<file path="config.mk">
export PLATFORM = sky130hd
export DESIGN_NAME = spi_status_event_flags
export DESIGN_NICKNAME = d
export VERILOG_FILES = /design/src/logic/spi_flags_pkg.sv /design/src/logic/level_sync.sv /design/src/logic/spi_status_event_flags.sv
export SDC_FILE = /design/constraint.sdc
export NUM_CORES = 1
export LEC_CHECK = 0
export BUFFER_PORTS_ARGS = -buffer_cell sky130_fd_sc_hd__buf_2
export CAP_MARGIN = 40
export CORE_MARGIN = 5
export CORE_UTILIZATION = 40
export DETAILED_ROUTE_END_ITERATION = 8
export HOLD_SLACK_MARGIN = 0.08
export PLACE_DENSITY_LB_ADDON = 0.15
export SKIP_CTS_REPAIR_TIMING = 1
export SLEW_MARGIN = 5
export SYNTH_ARGS = -nofsm -noshare
export SYNTH_HDL_FRONTEND = slang
export SYNTH_SLANG_ARGS = --single-unit
export TNS_END_PERCENT = 20
</file>
<file path="constraint.sdc">
create_clock -name pclk -period 1.86 [get_ports pclk]
set_clock_uncertainty 0.05 [all_clocks]
set_input_delay 0.186 -clock pclk [delete_from_list [all_inputs] [get_ports pclk]]
set_output_delay 0.186 -clock pclk [all_outputs]
set_load 0.02 [all_outputs]
</file>
<file path="src/logic/spi_flags_pkg.sv">
// Package of register map, field positions and carrier types for the status flag block
package spi_flags_pkg;

    // Register byte offsets on the APB slave
    localparam logic [7:0] OFS_STATUS = 8'h00;
    localparam logic [7:0] OFS_MASK   = 8'h04;
    localparam logic [7:0] OFS_CTRL   = 8'h08;
    localparam logic [7:0] OFS_FLOW   = 8'h0C;

    // Status and mask bit positions
    localparam int BIT_READY_EDGE  = 15;
    localparam int BIT_SELECT_FALL = 14;
    localparam int BIT_SELECT_RISE = 13;
    localparam int BIT_SELECT_ERR  = 12;
    localparam int BIT_SELECT_LVL  = 11;
    localparam int BIT_RX_OVERFLOW = 7;
    localparam int BIT_RX_COUNT    = 6;
    localparam int BIT_TX_COUNT    = 5;
    localparam int BIT_IRQ_SUMMARY = 0;

    // Write-one-to-clear bits, and those also cleared by unit disable
    localparam logic [15:0] W1C_BITS     = 16'hF0E0;
    localparam logic [15:0] DISABLE_BITS = 16'h70E0;

    // Reset values
    localparam logic [15:0] FLAGS_RESET = 16'h0000;
    localparam logic [15:0] MASK_RESET  = 16'h0000;
    localparam logic [1:0]  MODE_RESET  = 2'h0;

    // Flow-control mode codes
    localparam logic [1:0] MODE_READY_PIN = 2'h2;
    localparam logic [1:0] MODE_DATA_PIN  = 2'h3;

    // Serial bits in one byte, minus one
    localparam logic [2:0] BIT_LAST = 3'h7;

    // Control register layout, high bits first down to bit 0
    typedef struct packed {
        logic dma_mode;
        logic continuous_mode;
        logic slave_mode;
        logic transfer_initiate_mode;
        logic receive_flush;
        logic unit_enable;
    } ctrl_t;

    // Flow-control register layout
    typedef struct packed {
        logic       ready_polarity;
        logic [1:0] flow_control_mode;
    } flow_t;

    // Serial pins sampled by the peripheral clock
    typedef struct packed {
        logic select_n;
        logic sclk;
        logic ready;
        logic miso;
    } pins_t;

    localparam ctrl_t CTRL_RESET = '0;
    localparam flow_t FLOW_RESET = '0;
    localparam pins_t PINS_IDLE  = 4'hC;

    // Events from the shifter and FIFOs on the peripheral clock
    typedef struct packed {
        logic rx_load;
        logic rx_full;
        logic rx_count_done;
        logic tx_count_done;
    } unit_events_t;

endpackage

</file>
<file path="src/logic/level_sync.sv">
// Two-flop synchroniser for pin levels entering the peripheral clock domain
`timescale 1ns/10ps
module level_sync
    import spi_flags_pkg::*;
(
    // Clock and reset
    input  wire logic  pclk,
    input  wire logic  presetn,
    // Raw and synchronised pins
    input  wire pins_t d,
    output pins_t      q
);

    pins_t meta;

    // First stage feeds only the second stage
    always_ff @(posedge pclk or negedge presetn)
    begin
        if (!presetn)
        begin
            meta <= PINS_IDLE;
            q    <= PINS_IDLE;
        end
        else
        begin
            meta <= d;
            q    <= meta;
        end
    end

endmodule

</file>
<file path="src/logic/spi_status_event_flags.sv">
// Status and event flags of the serial unit, with APB registers and one interrupt
`timescale 1ns/10ps

// Behaviour
// RULE1: Mode 10: ready pin edge sets bit 15
// RULE2: Mode 11: data input edge sets bit 15
// RULE3: Other modes hold ready flag at zero
// RULE4: Ready polarity picks rising or falling edge
// RULE5: Ready flag interrupts if enabled; write-one clears
// RULE6: Continuous slave: select fall sets bit 14; the code sets it only while mask bit 14 is set
// RULE7: Continuous slave: select rise sets bit 13; the code sets it only while mask bit 14 is set
// RULE8: Slave select released mid-byte sets bit 12
// RULE9: Select flags cleared by one or disable
// RULE10: Bit 11 shows select level read-only
// RULE11: Select level synchronised before status bit
// RULE12: Load into full receive FIFO sets bit 7
// RULE13: Receive count reached, no DMA, mode 0
// RULE14: Transmit count reached, no DMA, mode 1
// RULE15: Bits 7,6,5 cleared by one or disable
// RULE16: Bit 0 high while any interrupt pending
// RULE17: Zero writes and read-only writes change nothing
module spi_status_event_flags
    import spi_flags_pkg::*;
(
    // Clock and reset
    input  wire logic         pclk,
    input  wire logic         presetn,
    // APB slave
    input  wire logic         psel,
    input  wire logic         penable,
    input  wire logic         pwrite,
    input  wire logic [7:0]   paddr,
    input  wire logic [31:0]  pwdata,
    output logic [31:0]       prdata,
    output logic              pready,
    output logic              pslverr,
    // Serial pins, asynchronous to pclk
    input  wire pins_t        pins,
    // Events from the rest of the unit
    input  wire unit_events_t events,
    // Interrupt
    output logic              irq
);

    // Register select for a given offset
    function automatic logic reg_sel(input logic [7:0] addr, input logic [7:0] ofs);
        reg_sel = (addr == ofs);
    endfunction

    // Active edge from a level and its previous value
    function automatic logic active_edge(input logic now, input logic prev, input logic pol);
        active_edge = pol ? (now & ~prev) : (~now & prev);
    endfunction

    pins_t        pins_s;
    pins_t        pins_prev;
    pins_t        next_pins_prev;
    logic [15:0]  flags;
    logic [15:0]  next_flags;
    logic [15:0]  mask;
    logic [15:0]  next_mask;
    ctrl_t        ctrl;
    ctrl_t        next_ctrl;
    flow_t        flow;
    flow_t        next_flow;
    logic [2:0]   bit_count;
    logic [2:0]   next_bit_count;
    logic [31:0]  next_prdata;
    logic [15:0]  status_word;
    logic [15:0]  w1c;
    logic         mapped;
    logic         wr_access;
    logic         ready_edge;
    logic         select_fall;
    logic         select_rise;
    logic         sclk_rise;
    logic         select_abort;
    logic         overflow_event;
    logic         rx_count_event;
    logic         tx_count_event;
    logic [15:0]  pending;

    // Pins cross into pclk through two flops
    level_sync u_sync (
        .pclk    (pclk),
        .presetn (presetn),
        .d       (pins),
        .q       (pins_s)
    );

    // APB decode; zero wait states, so pready is always high
    always_comb
    begin
        mapped    = reg_sel(paddr, OFS_STATUS) || reg_sel(paddr, OFS_MASK)
                 || reg_sel(paddr, OFS_CTRL) || reg_sel(paddr, OFS_FLOW);
        pready    = 1'b1;
        pslverr   = psel && penable && !mapped;
        wr_access = psel && penable && pwrite && mapped;
    end

    // Edge detection on synchronised pins
    always_comb
    begin
        next_pins_prev = pins_s;
        select_fall    = pins_prev.select_n & ~pins_s.select_n;
        select_rise    = ~pins_prev.select_n & pins_s.select_n;
        sclk_rise      = pins_s.sclk & ~pins_prev.sclk;
        ready_edge     = 1'b0;
        if (flow.flow_control_mode == MODE_READY_PIN)
        begin
            ready_edge = active_edge(pins_s.ready, pins_prev.ready, flow.ready_polarity); // RULE1 RULE4
        end
        else if (flow.flow_control_mode == MODE_DATA_PIN)
        begin
            ready_edge = active_edge(pins_s.miso, pins_prev.miso, flow.ready_polarity); // RULE2 RULE4
        end
    end

    always_ff @(posedge pclk or negedge presetn)
    begin
        if (!presetn)
        begin
            pins_prev <= PINS_IDLE;
        end
        else
        begin
            pins_prev <= next_pins_prev;
        end
    end

    // Serial bit counter within a frame; only sclk rising edges are counted
    always_comb
    begin
        next_bit_count = bit_count;
        if (pins_s.select_n)
        begin
            next_bit_count = 3'h0;
        end
        else if (sclk_rise)
        begin
            next_bit_count = (bit_count == BIT_LAST) ? 3'h0 : bit_count + 3'h1;
        end
    end

    always_ff @(posedge pclk or negedge presetn)
    begin
        if (!presetn)
        begin
            bit_count <= 3'h0;
        end
        else
        begin
            bit_count <= next_bit_count;
        end
    end

    // Flag events, all gated by the unit enable
    always_comb
    begin
        select_abort   = ctrl.unit_enable && ctrl.slave_mode && select_rise
                      && (bit_count != 3'h0); // RULE8
        overflow_event = ctrl.unit_enable && events.rx_load && events.rx_full; // RULE12
        rx_count_event = ctrl.unit_enable && !ctrl.dma_mode && !ctrl.transfer_initiate_mode
                      && events.rx_count_done; // RULE13
        tx_count_event = ctrl.unit_enable && !ctrl.dma_mode && ctrl.transfer_initiate_mode
                      && events.tx_count_done; // RULE14
        w1c            = (wr_access && reg_sel(paddr, OFS_STATUS)) ? (pwdata[15:0] & W1C_BITS)
                                                                   : 16'h0000; // RULE17
    end

    // Sticky flags; a set in the same cycle as its clear wins
    always_comb
    begin
        next_flags = flags & ~w1c; // RULE5 RULE9 RULE15
        if (!ctrl.unit_enable)
        begin
            next_flags = next_flags & ~DISABLE_BITS; // RULE9 RULE15
        end
        if (ready_edge)
        begin
            next_flags[BIT_READY_EDGE] = 1'b1; // RULE1 RULE2
        end
        if ((flow.flow_control_mode != MODE_READY_PIN) && (flow.flow_control_mode != MODE_DATA_PIN))
        begin
            next_flags[BIT_READY_EDGE] = 1'b0; // RULE3
        end
        if (ctrl.unit_enable && ctrl.slave_mode && ctrl.continuous_mode && mask[BIT_SELECT_FALL])
        begin
            next_flags[BIT_SELECT_FALL] = next_flags[BIT_SELECT_FALL] | select_fall; // RULE6
            next_flags[BIT_SELECT_RISE] = next_flags[BIT_SELECT_RISE] | select_rise; // RULE7
        end
        next_flags[BIT_SELECT_ERR]  = next_flags[BIT_SELECT_ERR] | select_abort; // RULE8
        next_flags[BIT_RX_OVERFLOW] = next_flags[BIT_RX_OVERFLOW] | overflow_event; // RULE12
        next_flags[BIT_RX_COUNT]    = next_flags[BIT_RX_COUNT] | rx_count_event; // RULE13
        next_flags[BIT_TX_COUNT]    = next_flags[BIT_TX_COUNT] | tx_count_event; // RULE14
        next_flags = next_flags & W1C_BITS;
    end

    // Control registers; read-only bits are never stored
    always_comb
    begin
        next_mask = mask;
        next_ctrl = ctrl;
        next_flow = flow;
        if (wr_access && reg_sel(paddr, OFS_MASK))
        begin
            next_mask = pwdata[15:0] & W1C_BITS;
        end
        if (wr_access && reg_sel(paddr, OFS_CTRL))
        begin
            next_ctrl = pwdata[5:0];
        end
        if (wr_access && reg_sel(paddr, OFS_FLOW))
        begin
            next_flow = pwdata[2:0];
        end
    end

    always_ff @(posedge pclk or negedge presetn)
    begin
        if (!presetn)
        begin
            flags <= FLAGS_RESET;
            mask  <= MASK_RESET;
            ctrl  <= CTRL_RESET;
            flow  <= FLOW_RESET;
        end
        else
        begin
            flags <= next_flags;
            mask  <= next_mask;
            ctrl  <= next_ctrl;
            flow  <= next_flow;
        end
    end

    // Pending sources; overflow is silent while the receive FIFO flushes
    always_comb
    begin
        pending = flags & mask; // RULE5
        if (ctrl.receive_flush)
        begin
            pending[BIT_RX_OVERFLOW] = 1'b0; // RULE12
        end
        status_word                  = flags;
        status_word[BIT_SELECT_LVL]  = pins_s.select_n; // RULE10 RULE11
        status_word[BIT_IRQ_SUMMARY] = |pending; // RULE16
        irq                          = |pending;
    end

    // Read data captured in the setup cycle, so it is stable for the access
    always_comb
    begin
        next_prdata = prdata;
        if (psel && !penable && !pwrite)
        begin
            next_prdata = 32'h0000_0000;
            if (reg_sel(paddr, OFS_STATUS))
            begin
                next_prdata = {16'h0000, status_word};
            end
            else if (reg_sel(paddr, OFS_MASK))
            begin
                next_prdata = {16'h0000, mask};
            end
            else if (reg_sel(paddr, OFS_CTRL))
            begin
                next_prdata = {26'h0, ctrl};
            end
            else if (reg_sel(paddr, OFS_FLOW))
            begin
                next_prdata = {29'h0, flow};
            end
        end
    end

    always_ff @(posedge pclk or negedge presetn)
    begin
        if (!presetn)
        begin
            prdata <= 32'h0000_0000;
        end
        else
        begin
            prdata <= next_prdata;
        end
    end

    // Checks next to the logic
    logic mode_is_ready;
    logic mode_is_data;
    assign mode_is_ready = (flow.flow_control_mode == MODE_READY_PIN);
    assign mode_is_data  = (flow.flow_control_mode == MODE_DATA_PIN);
endmodule

</file>
-- Yosys cells after proc, flatten, opt, wreduce, memory -nomap -nowiden
Cells that the tools add are included.
- reductions and logical operators: 35
- bitwise gates (word level): 23
- $add $sub $neg: 1
- equal/unequal tests: 8
- mux-type cells: 17
- operator list (operator ; count):
    $mux 16 ; 3
    $and 16x16->16 ; 2
    $logic_and 1x1->1 ; 23
    $eq 8x4->1 const B ; 2
    $not 16->16 ; 1
    $reduce_or 16->1 ; 1
    $mux 15 ; 1
    $mux 3 ; 4
    $eq 8x3->1 const B ; 1
    $logic_not 8->1 ; 1
    $and 1x1->1 ; 7
    $mux 1 ; 7
    $not 1->1 ; 7
    $mux 6 ; 1
    $or 1x1->1 ; 6
    $logic_not 1->1 ; 5
    $eq 2x2->1 const B ; 2
    $ne 2x2->1 const B ; 2
    $add 3x1->3 const B ; 1
    $eq 3x3->1 const B ; 1
    $logic_or 1x1->1 ; 3
    $reduce_bool 3->1 ; 1
    $mux 2 ; 1
    $reduce_bool 2->1 ; 1
- output and inout bits: 35
- bits in registers: 70
- word-level logic and storage cells: 108

-- Logic depth before layout (Yosys ltp)
Gate-level depths: netlist (run 1).
- depth after elaboration: 12
- depth in mapped cells: 6
- mapped depth without buffers: 5

-- Hierarchy
A second synthesis (run 1) with hierarchy kept.
- cell total of the unflattened synthesis: 199
- area total of the unflattened synthesis: 2412.3 µm²
- modules (own cells, without submodules) (module ; area an instance (µm²) ; times used ; cells an instance):
    spi_status_event_flags ; 2207.1 ; 1 ; 191
    level_sync ; 205.2 ; 1 ; 8

-- Least setup slack after synthesis (run 1)
OpenSTA, ideal clock, no wires.
- kind: input -> register
- start: input paddr[1]
- end: register ctrl[0] in the netlist's numbering
- library setup time: 0.125 ns
- buffers on the path: 1
- cell stages on the path: 5
- path slack: -0.013 ns
- arrival time: 1.698 ns
- cells stage by stage: or4_1 -> buf_4 -> nor3_2 -> nor3b_4 -> mux2_2
- longest elaborated chain between the ends: 6
- elaborated cells on any way between the ends: 9
- classes of those cells: 3 x eq/ne; 6 x reduce/logical
- ends and longest elaborated chain (what ; line ; RTL):
    from (decl) ; spi_status_event_flags.sv:32 ; input wire logic [7:0] paddr,
    $eq 8x3->1 or $logic_not 8->1 (tied branches) ; spi_status_event_flags.sv:47 ; reg_sel = (addr == ofs);
    $logic_or 1x1->1 ; spi_status_event_flags.sv:94 ; mapped = reg_sel(paddr, OFS_STATUS) || reg_sel(paddr, OFS_MASK)
    $logic_or 1x1->1 (2 in series) ; spi_status_event_flags.sv:95 ; || reg_sel(paddr, OFS_CTRL) || reg_sel(paddr, OFS_FLOW);
    $logic_and 1x1->1 ; spi_status_event_flags.sv:98 ; wr_access = psel && penable && pwrite && mapped;
    $logic_and 1x1->1 * ; spi_status_event_flags.sv:209 ; if (wr_access && reg_sel(paddr, OFS_CTRL))
    to (signal assigned) ; spi_status_event_flags.sv:232 ; ctrl <= next_ctrl;
    to (decl) ; spi_status_event_flags.sv:62 ; ctrl_t ctrl;
Mark *: on every way between the ends. The rest lies on a longest branch, timed or not.
A chain may end at the register's enable or synchronous reset.

-- Worst setup path in the final report (run 1)
- start: register mask[12]
- end: output irq
- longest elaborated chain between the ends: 2
- ends and longest elaborated chain (what ; line ; RTL):
    from (decl) ; spi_status_event_flags.sv:60 ; logic [15:0] mask;
    from (signal assigned) ; spi_status_event_flags.sv:231 ; mask <= next_mask;
    $and 16x16->16 ; spi_status_event_flags.sv:240 ; pending = flags & mask;
    $reduce_or 16->1 ; spi_status_event_flags.sv:248 ; irq = |pending;
    to (decl) ; spi_status_event_flags.sv:42 ; output logic irq
Every way passes these cells.

==> results of run 1 <==
[layer usage]
layer,part of all wire [%],vias to the layer above
met5,0,-
met4,1.0,0
met3,6.4,6
met2,48,44
met1,45,782
li1,-,800
[synthesized netlist by cell type (4+ instances only)]
library cell / number
dfrtp_1: 45
buf_4: 21
nand2_1: 17
mux2_2: 16
mux2i_1: 11
dfstp_2: 6
nor2_1: 6
nor3b_1: 5
o21ai_1: 5
a22o_1: 4
a31o_2: 4
buf_6: 4
inv_1: 4
o21ai_0: 4
[where the power goes]
part           total (µW)  switching (µW)  internal (µW)
logic                 182             110           71.7
clock network         819             376            443
registers            1150            16.4           1130
total                2150             503           1650
[layout make-up]
cell class              instances  area share (%)
flip-flops and latches         51            43.8
multi-input cells             134            33.2
repair buffers                 69            15.0
well taps                      75            3.21
clock buffers                   6            2.82
clock inverters                 2            1.32
inverters                       4           0.513
[cell families (layout without fill, tap and decap cells)]
group / after synthesis / in the layout / synth area share (%)
DFF: 51 / 51 / 53.2
buffers and inverters: 32 / 81 / 9.49
other: 2 / 20 / 0.311
AOI/OAI and AO/OA: 35 / 35 / 10.4
adders and majority gates: 3 / 3 / 1.56
and+or+nand+nor: 49 / 49 / 13.0
muxes: 27 / 27 / 12.0
[stage by stage]
stage	power (µW)	setup TNS [ns]
2_1_floorplan	1290	-0.0766
3_3_place_gp	1330	-1.88
3_5_place_dp	1340	-2.36
4_1_cts	2170	-0.00433
5_1_grt	2240	0
6_report	2150	0
[registers in the layout, indices dropped and copies added, names as in the netlist]
name and cells:
flags 7, prdata 13, bit_count 3, flow 3
u_sync.q 4, u_sync.meta 4, ctrl 6, pins_prev 4
mask 7
[worst register-to-register path, stage by stage, from the launching register on]
cell and delay [ns]:
dfrtp_1 0.40, a22o_1 0.25, a221oi_2 0.19, o211ai_1 0.17
a21o_1 0.18
[worst max path at each step]
stage                     slack [ns]  cells after the start   endpoint
final                           0.12                      4        irq
after global routing           0.007                      4        irq
after CTS                     -0.004                      4        irq
after detailed placement       -0.14                      6  prdata[4]
after global placement          -0.1                      7  flags[15]
after floorplan                -0.01                      5    ctrl[0]
==> run metrics, run 1 <==
area grow syn2layout=21.4%; placed cell area=roughly 2700 µm²; Crit Path Class=flip-flop to output port; R2R cell count=4; TritonRoute pass-1 iters=4; number of synthesized register bits=between 50 and 60; CTS tree=yes; most common cell after layout, fill and taps aside=buf_2; Final ANT Viol Nets=0; final period utilization=between 90 and 100%; # IOs=between 80 and 90; Leak=0.00148 µW; CP peak stage delay=0.40 ns; Slowest-stage cell, CP=dfrtp_1; grt met1 use=18.3%; via count=around 1,600; M2 GR Usage=22.1%; Core ar.=5890 µm²; Post-Syn Area per Cell=12.1 µm²; Die Width=roughly 88 µm; dpl ws=-0.140 ns; FFs w/ async S/R, synth=100%; Slew Viols, Final=0; Worst-path clk slew=around 0.10 ns; largest net degree at the start of global routing=30; Synth Flop Type=dfrtp_1; max-cap violations=0; Synth top area share=between 40% and 50%; Synth area leader=dfrtp_1; r2r startpoint=mask[12]; Seq/Total Area, Yosys=53.2%; Hold Crit Depth=2; Area contributors post-synth=dfrtp_1, mux2_2, dfstp_2; Chip Height=slightly below 90 µm; fraction of layout cells with a size suffix above 1=38.0%; Worst Path Buf+Inv=1; RSZ-0062 raised after global routing=no; fin crit period=1.74 ns; TritonCTS Buffers=5; Final Hold Viols=0; Post-Layout Cell Count=roughly 340; power per cell area=735 nW/µm²; final worst slack=0.118 ns; worst skew pair latency=0.30 ns; critical-path cell list=a22o_1 -> a221oi_2 -> o211ai_1 -> buf_2; min-delay src=pwdata[2]; grt peak-use layer=met2; global route total overflow=0; die footprint=between 7000 and 8000 µm²; synthesized netlist cell count=199; FF+latch area=1280 µm²; met3 usage=2.82%; footprint of the multi-input gates=973 µm²; placed wire-length estimate=about 3800 µm; first-pass GRT wire length=7960 µm; initial antenna violation count=0; delay-heaviest family, CP=compound AO/OA/AOI/OAI gates; Hold/Removal Path Class=input pin to flip-flop; Detailed Route WL=slightly above 5000 µm; Placement Rows=28; Setup crit start kind=flip-flop; Layout Nets=321; RR Endpoint=prdata[0]; vias per std cell=4.79; cell area after synthesis=2410 µm²; hold worst-path end=flow[2]; Initial DRC Count=between 70 and 80; reg2reg setup slack=0.52 ns; clk sinks=between 50 and 60; EDFF count, synth=0; worst hold slack=0.0784 ns; Worst Tran Pin Value=0.542 ns; Required @ worst endpoint=1.62 ns; CP arrival=between 1.5 and 2 ns; Fmax=574 MHz; Worst setup startpoint=mask[12]; final core occ=49.7%; placed cells=between 300 and 400; Antenna Cells=0; Clock Tree Buf Depth=2; Max Fanout on Critical Path=3; vias in the first global route=1,609; fillcell total=approximately 570; outcome=finished, final reports clean; H-tree depth=2; most frequent cells in the layout=buf_2, dfrtp_1, conb_1, nand2_1, mux2_2; DRC=0; Slew HR=63.8%; Root Buffer=clkbuf_8; post-route cell area=2930 µm²; worst vdd ir=529 µV; gr usage total=a little over an eighth; final setup fails=0; buffers added on ports=47; initial core utilization=approximately 41%; wire length per cell=approximately 15 µm; distinct cell type count after synthesis=46; Setup crit end kind=output port; GPL Wtd Cong=around 0.76; YS warnings=0
Power figures use the tool's default switching activity.
==> run 2, diff against run 1 <==
CORE_ASPECT_RATIO = 0.8   (was not set)
==> run 2 against run 1 <==
Against the previous run: worst setup slack improved by 0.018 ns; combinational power about the same; clock power fell by 21%; register-to-register slack got worse by 0.12 ns; power is 7.9% lower; critical path type unchanged; critical endpoint unchanged.
==> run metrics, run 2 (same netlist as run 1, synthesis figures left out) <==
Slew Viols, Final=0 (unchanged); vias in the first global route=1,521 (-5.5%); Initial DRC Count=48 (-37%); most common cell after layout, fill and taps aside=buf_2; outcome=finished, final reports clean; RSZ-0062 raised after global routing=no; fillcell total=570 (+0.88%); buffers added on ports=47 (unchanged); Die Width=96.8 µm (+10%); area grow syn2layout=21.8%; first-pass GRT wire length=7760 µm (-2.5%); worst skew pair latency=0.30 ns (about the same); Worst-path clk slew=0.09 ns (about the same); Hold/Removal Path Class=input pin to flip-flop; Power Total=1980 µW (-7.9%); Placement Rows=25 (-11%); Final ANT Viol Nets=0 (unchanged); H-tree depth=2 (unchanged); Largest Register=prdata; initial core utilization=41.0% (about the same); DRC=0 (unchanged); FF+latch area=1280 µm² (unchanged); Setup crit start kind=flip-flop; CTS tree=yes; TritonRoute pass-1 iters=4 (unchanged); final worst slack=0.136 ns (+0.0179 ns); Chip Height=79.5 µm (-9.4%); placed wire-length estimate=3650 µm (-5.0%); most frequent cells in the layout=buf_2, dfrtp_1, conb_1, nand2_1, mux2_2; wire length per cell=14.0 µm (-5.4%); Core ar.=5880 µm² (about the same); Final Hold Viols=0 (unchanged); initial antenna violation count=0 (unchanged); max FFs per register=13 (unchanged); fraction of layout cells with a size suffix above 1=36.9% (-1.0 points); die footprint=7690 µm² (+0.12%); power per cell area=675 nW/µm² (-8.2%); clk sinks=51 (unchanged); vias per std cell=4.72 (-1.3%); Leak=0.00147 µW (-0.53%); final setup fails=0 (unchanged); r2r startpoint=mask[12]; Required @ worst endpoint=1.62 ns (about the same); placed cell area=2690 µm² (about the same); Setup crit end kind=output port; Root Buffer=clkbuf_8; largest net degree at the start of global routing=52 (+73%); worst vdd ir=423 µV (-20%); GPL Wtd Cong=0.749 (-1.8%); min-delay src=pwdata[6]; Fmax=580 MHz (+1.0%); Max Fanout on Critical Path=3 (unchanged); Crit Path Class=flip-flop to output port; footprint of the multi-input gates=973 µm² (unchanged); post-route cell area=2940 µm² (+0.34%); dpl ws=-0.107 ns (+0.0323 ns); Detailed Route WL=4890 µm (-3.2%); Top Registers=prdata x13, flags x7, mask x7; Worst setup startpoint=mask[12]; CP arrival=1.49 ns (-0.02 ns); max-cap violations=0 (unchanged); gr usage total=12.9% (-0.64 points); Antenna Cells=0 (unchanged); fin crit period=1.72 ns (-0.0179 ns); via count=1,649 (+1.0%); Clock Tree Buf Depth=2 (unchanged); TritonCTS Buffers=5 (unchanged); final period utilization=92.7% (-0.96 points); Layout Nets=323 (+0.62%); # IOs=88 (unchanged); global route total overflow=0 (unchanged)
## run 2: cell type report
| class | instances | share of cell area, % |
|---|---|---|
| flip-flops and latches | 51 | 43.7 |
| multi-input cells | 134 | 33.1 |
| repair buffers | 71 | 16.2 |
| well taps | 81 | 3.45 |
| clock buffers | 6 | 2.47 |
| clock inverters | 2 | 0.554 |
| inverters | 4 | 0.511 |
## run 2: worst max-delay path, cell delays in order, from the launching register on
cell and delay, ns:
dfrtp_1 0.41, a22o_1 0.25, a221oi_2 0.17, o211ai_1 0.16
buf_2 0.19
## run 2: per-stage QoR
stage	hold WS [ns]	std cells	setup TNS, ns	utilization, %
after floorplan	-0.160	217	-0.0766	-
after global placement	0.149	325	-1.40	45.7
after detailed placement	0.148	325	-1.89	45.7
after CTS	-0.194	333	-0.0281	47.2
after global routing	0.0836	349	0	50.0
final	0.0855	349	0	50.0
## run 2: power by group
| group | leakage [µW] | switching, µW | total (µW) | internal [µW] |
|---|---|---|---|---|
| combinational | 0.000751 | 109 | 185 | 75.7 |
| clock | 0.0000418 | 376 | 647 | 271 |
| sequential | 0.000677 | 16.0 | 1150 | 1130 |
| total | 0.00147 | 501 | 1980 | 1480 |
## run 2: worst paths after layout
path	end	depth (start not counted)	slack (ns)
max	irq	4	0.14
min	mask[6]	2	0.09
max reg2reg	prdata[0]	5	0.40
min reg2reg	u_sync.q[1]	0	0.31
max in group asynchronous	u_sync.q[3]	3	1.14
min in group asynchronous	ctrl[2]	3	0.34
## run 2: per-layer routing
layer / track usage, % / vias to the layer above / routed length (µm)
met5: 0 / - / 0
met4: 3.79 / 0 / 35
met3: 3.84 / 5 / 289
met2: 17.9 / 48 / 2110
met1: 19.3 / 797 / 2460
li1: - / 799 / -
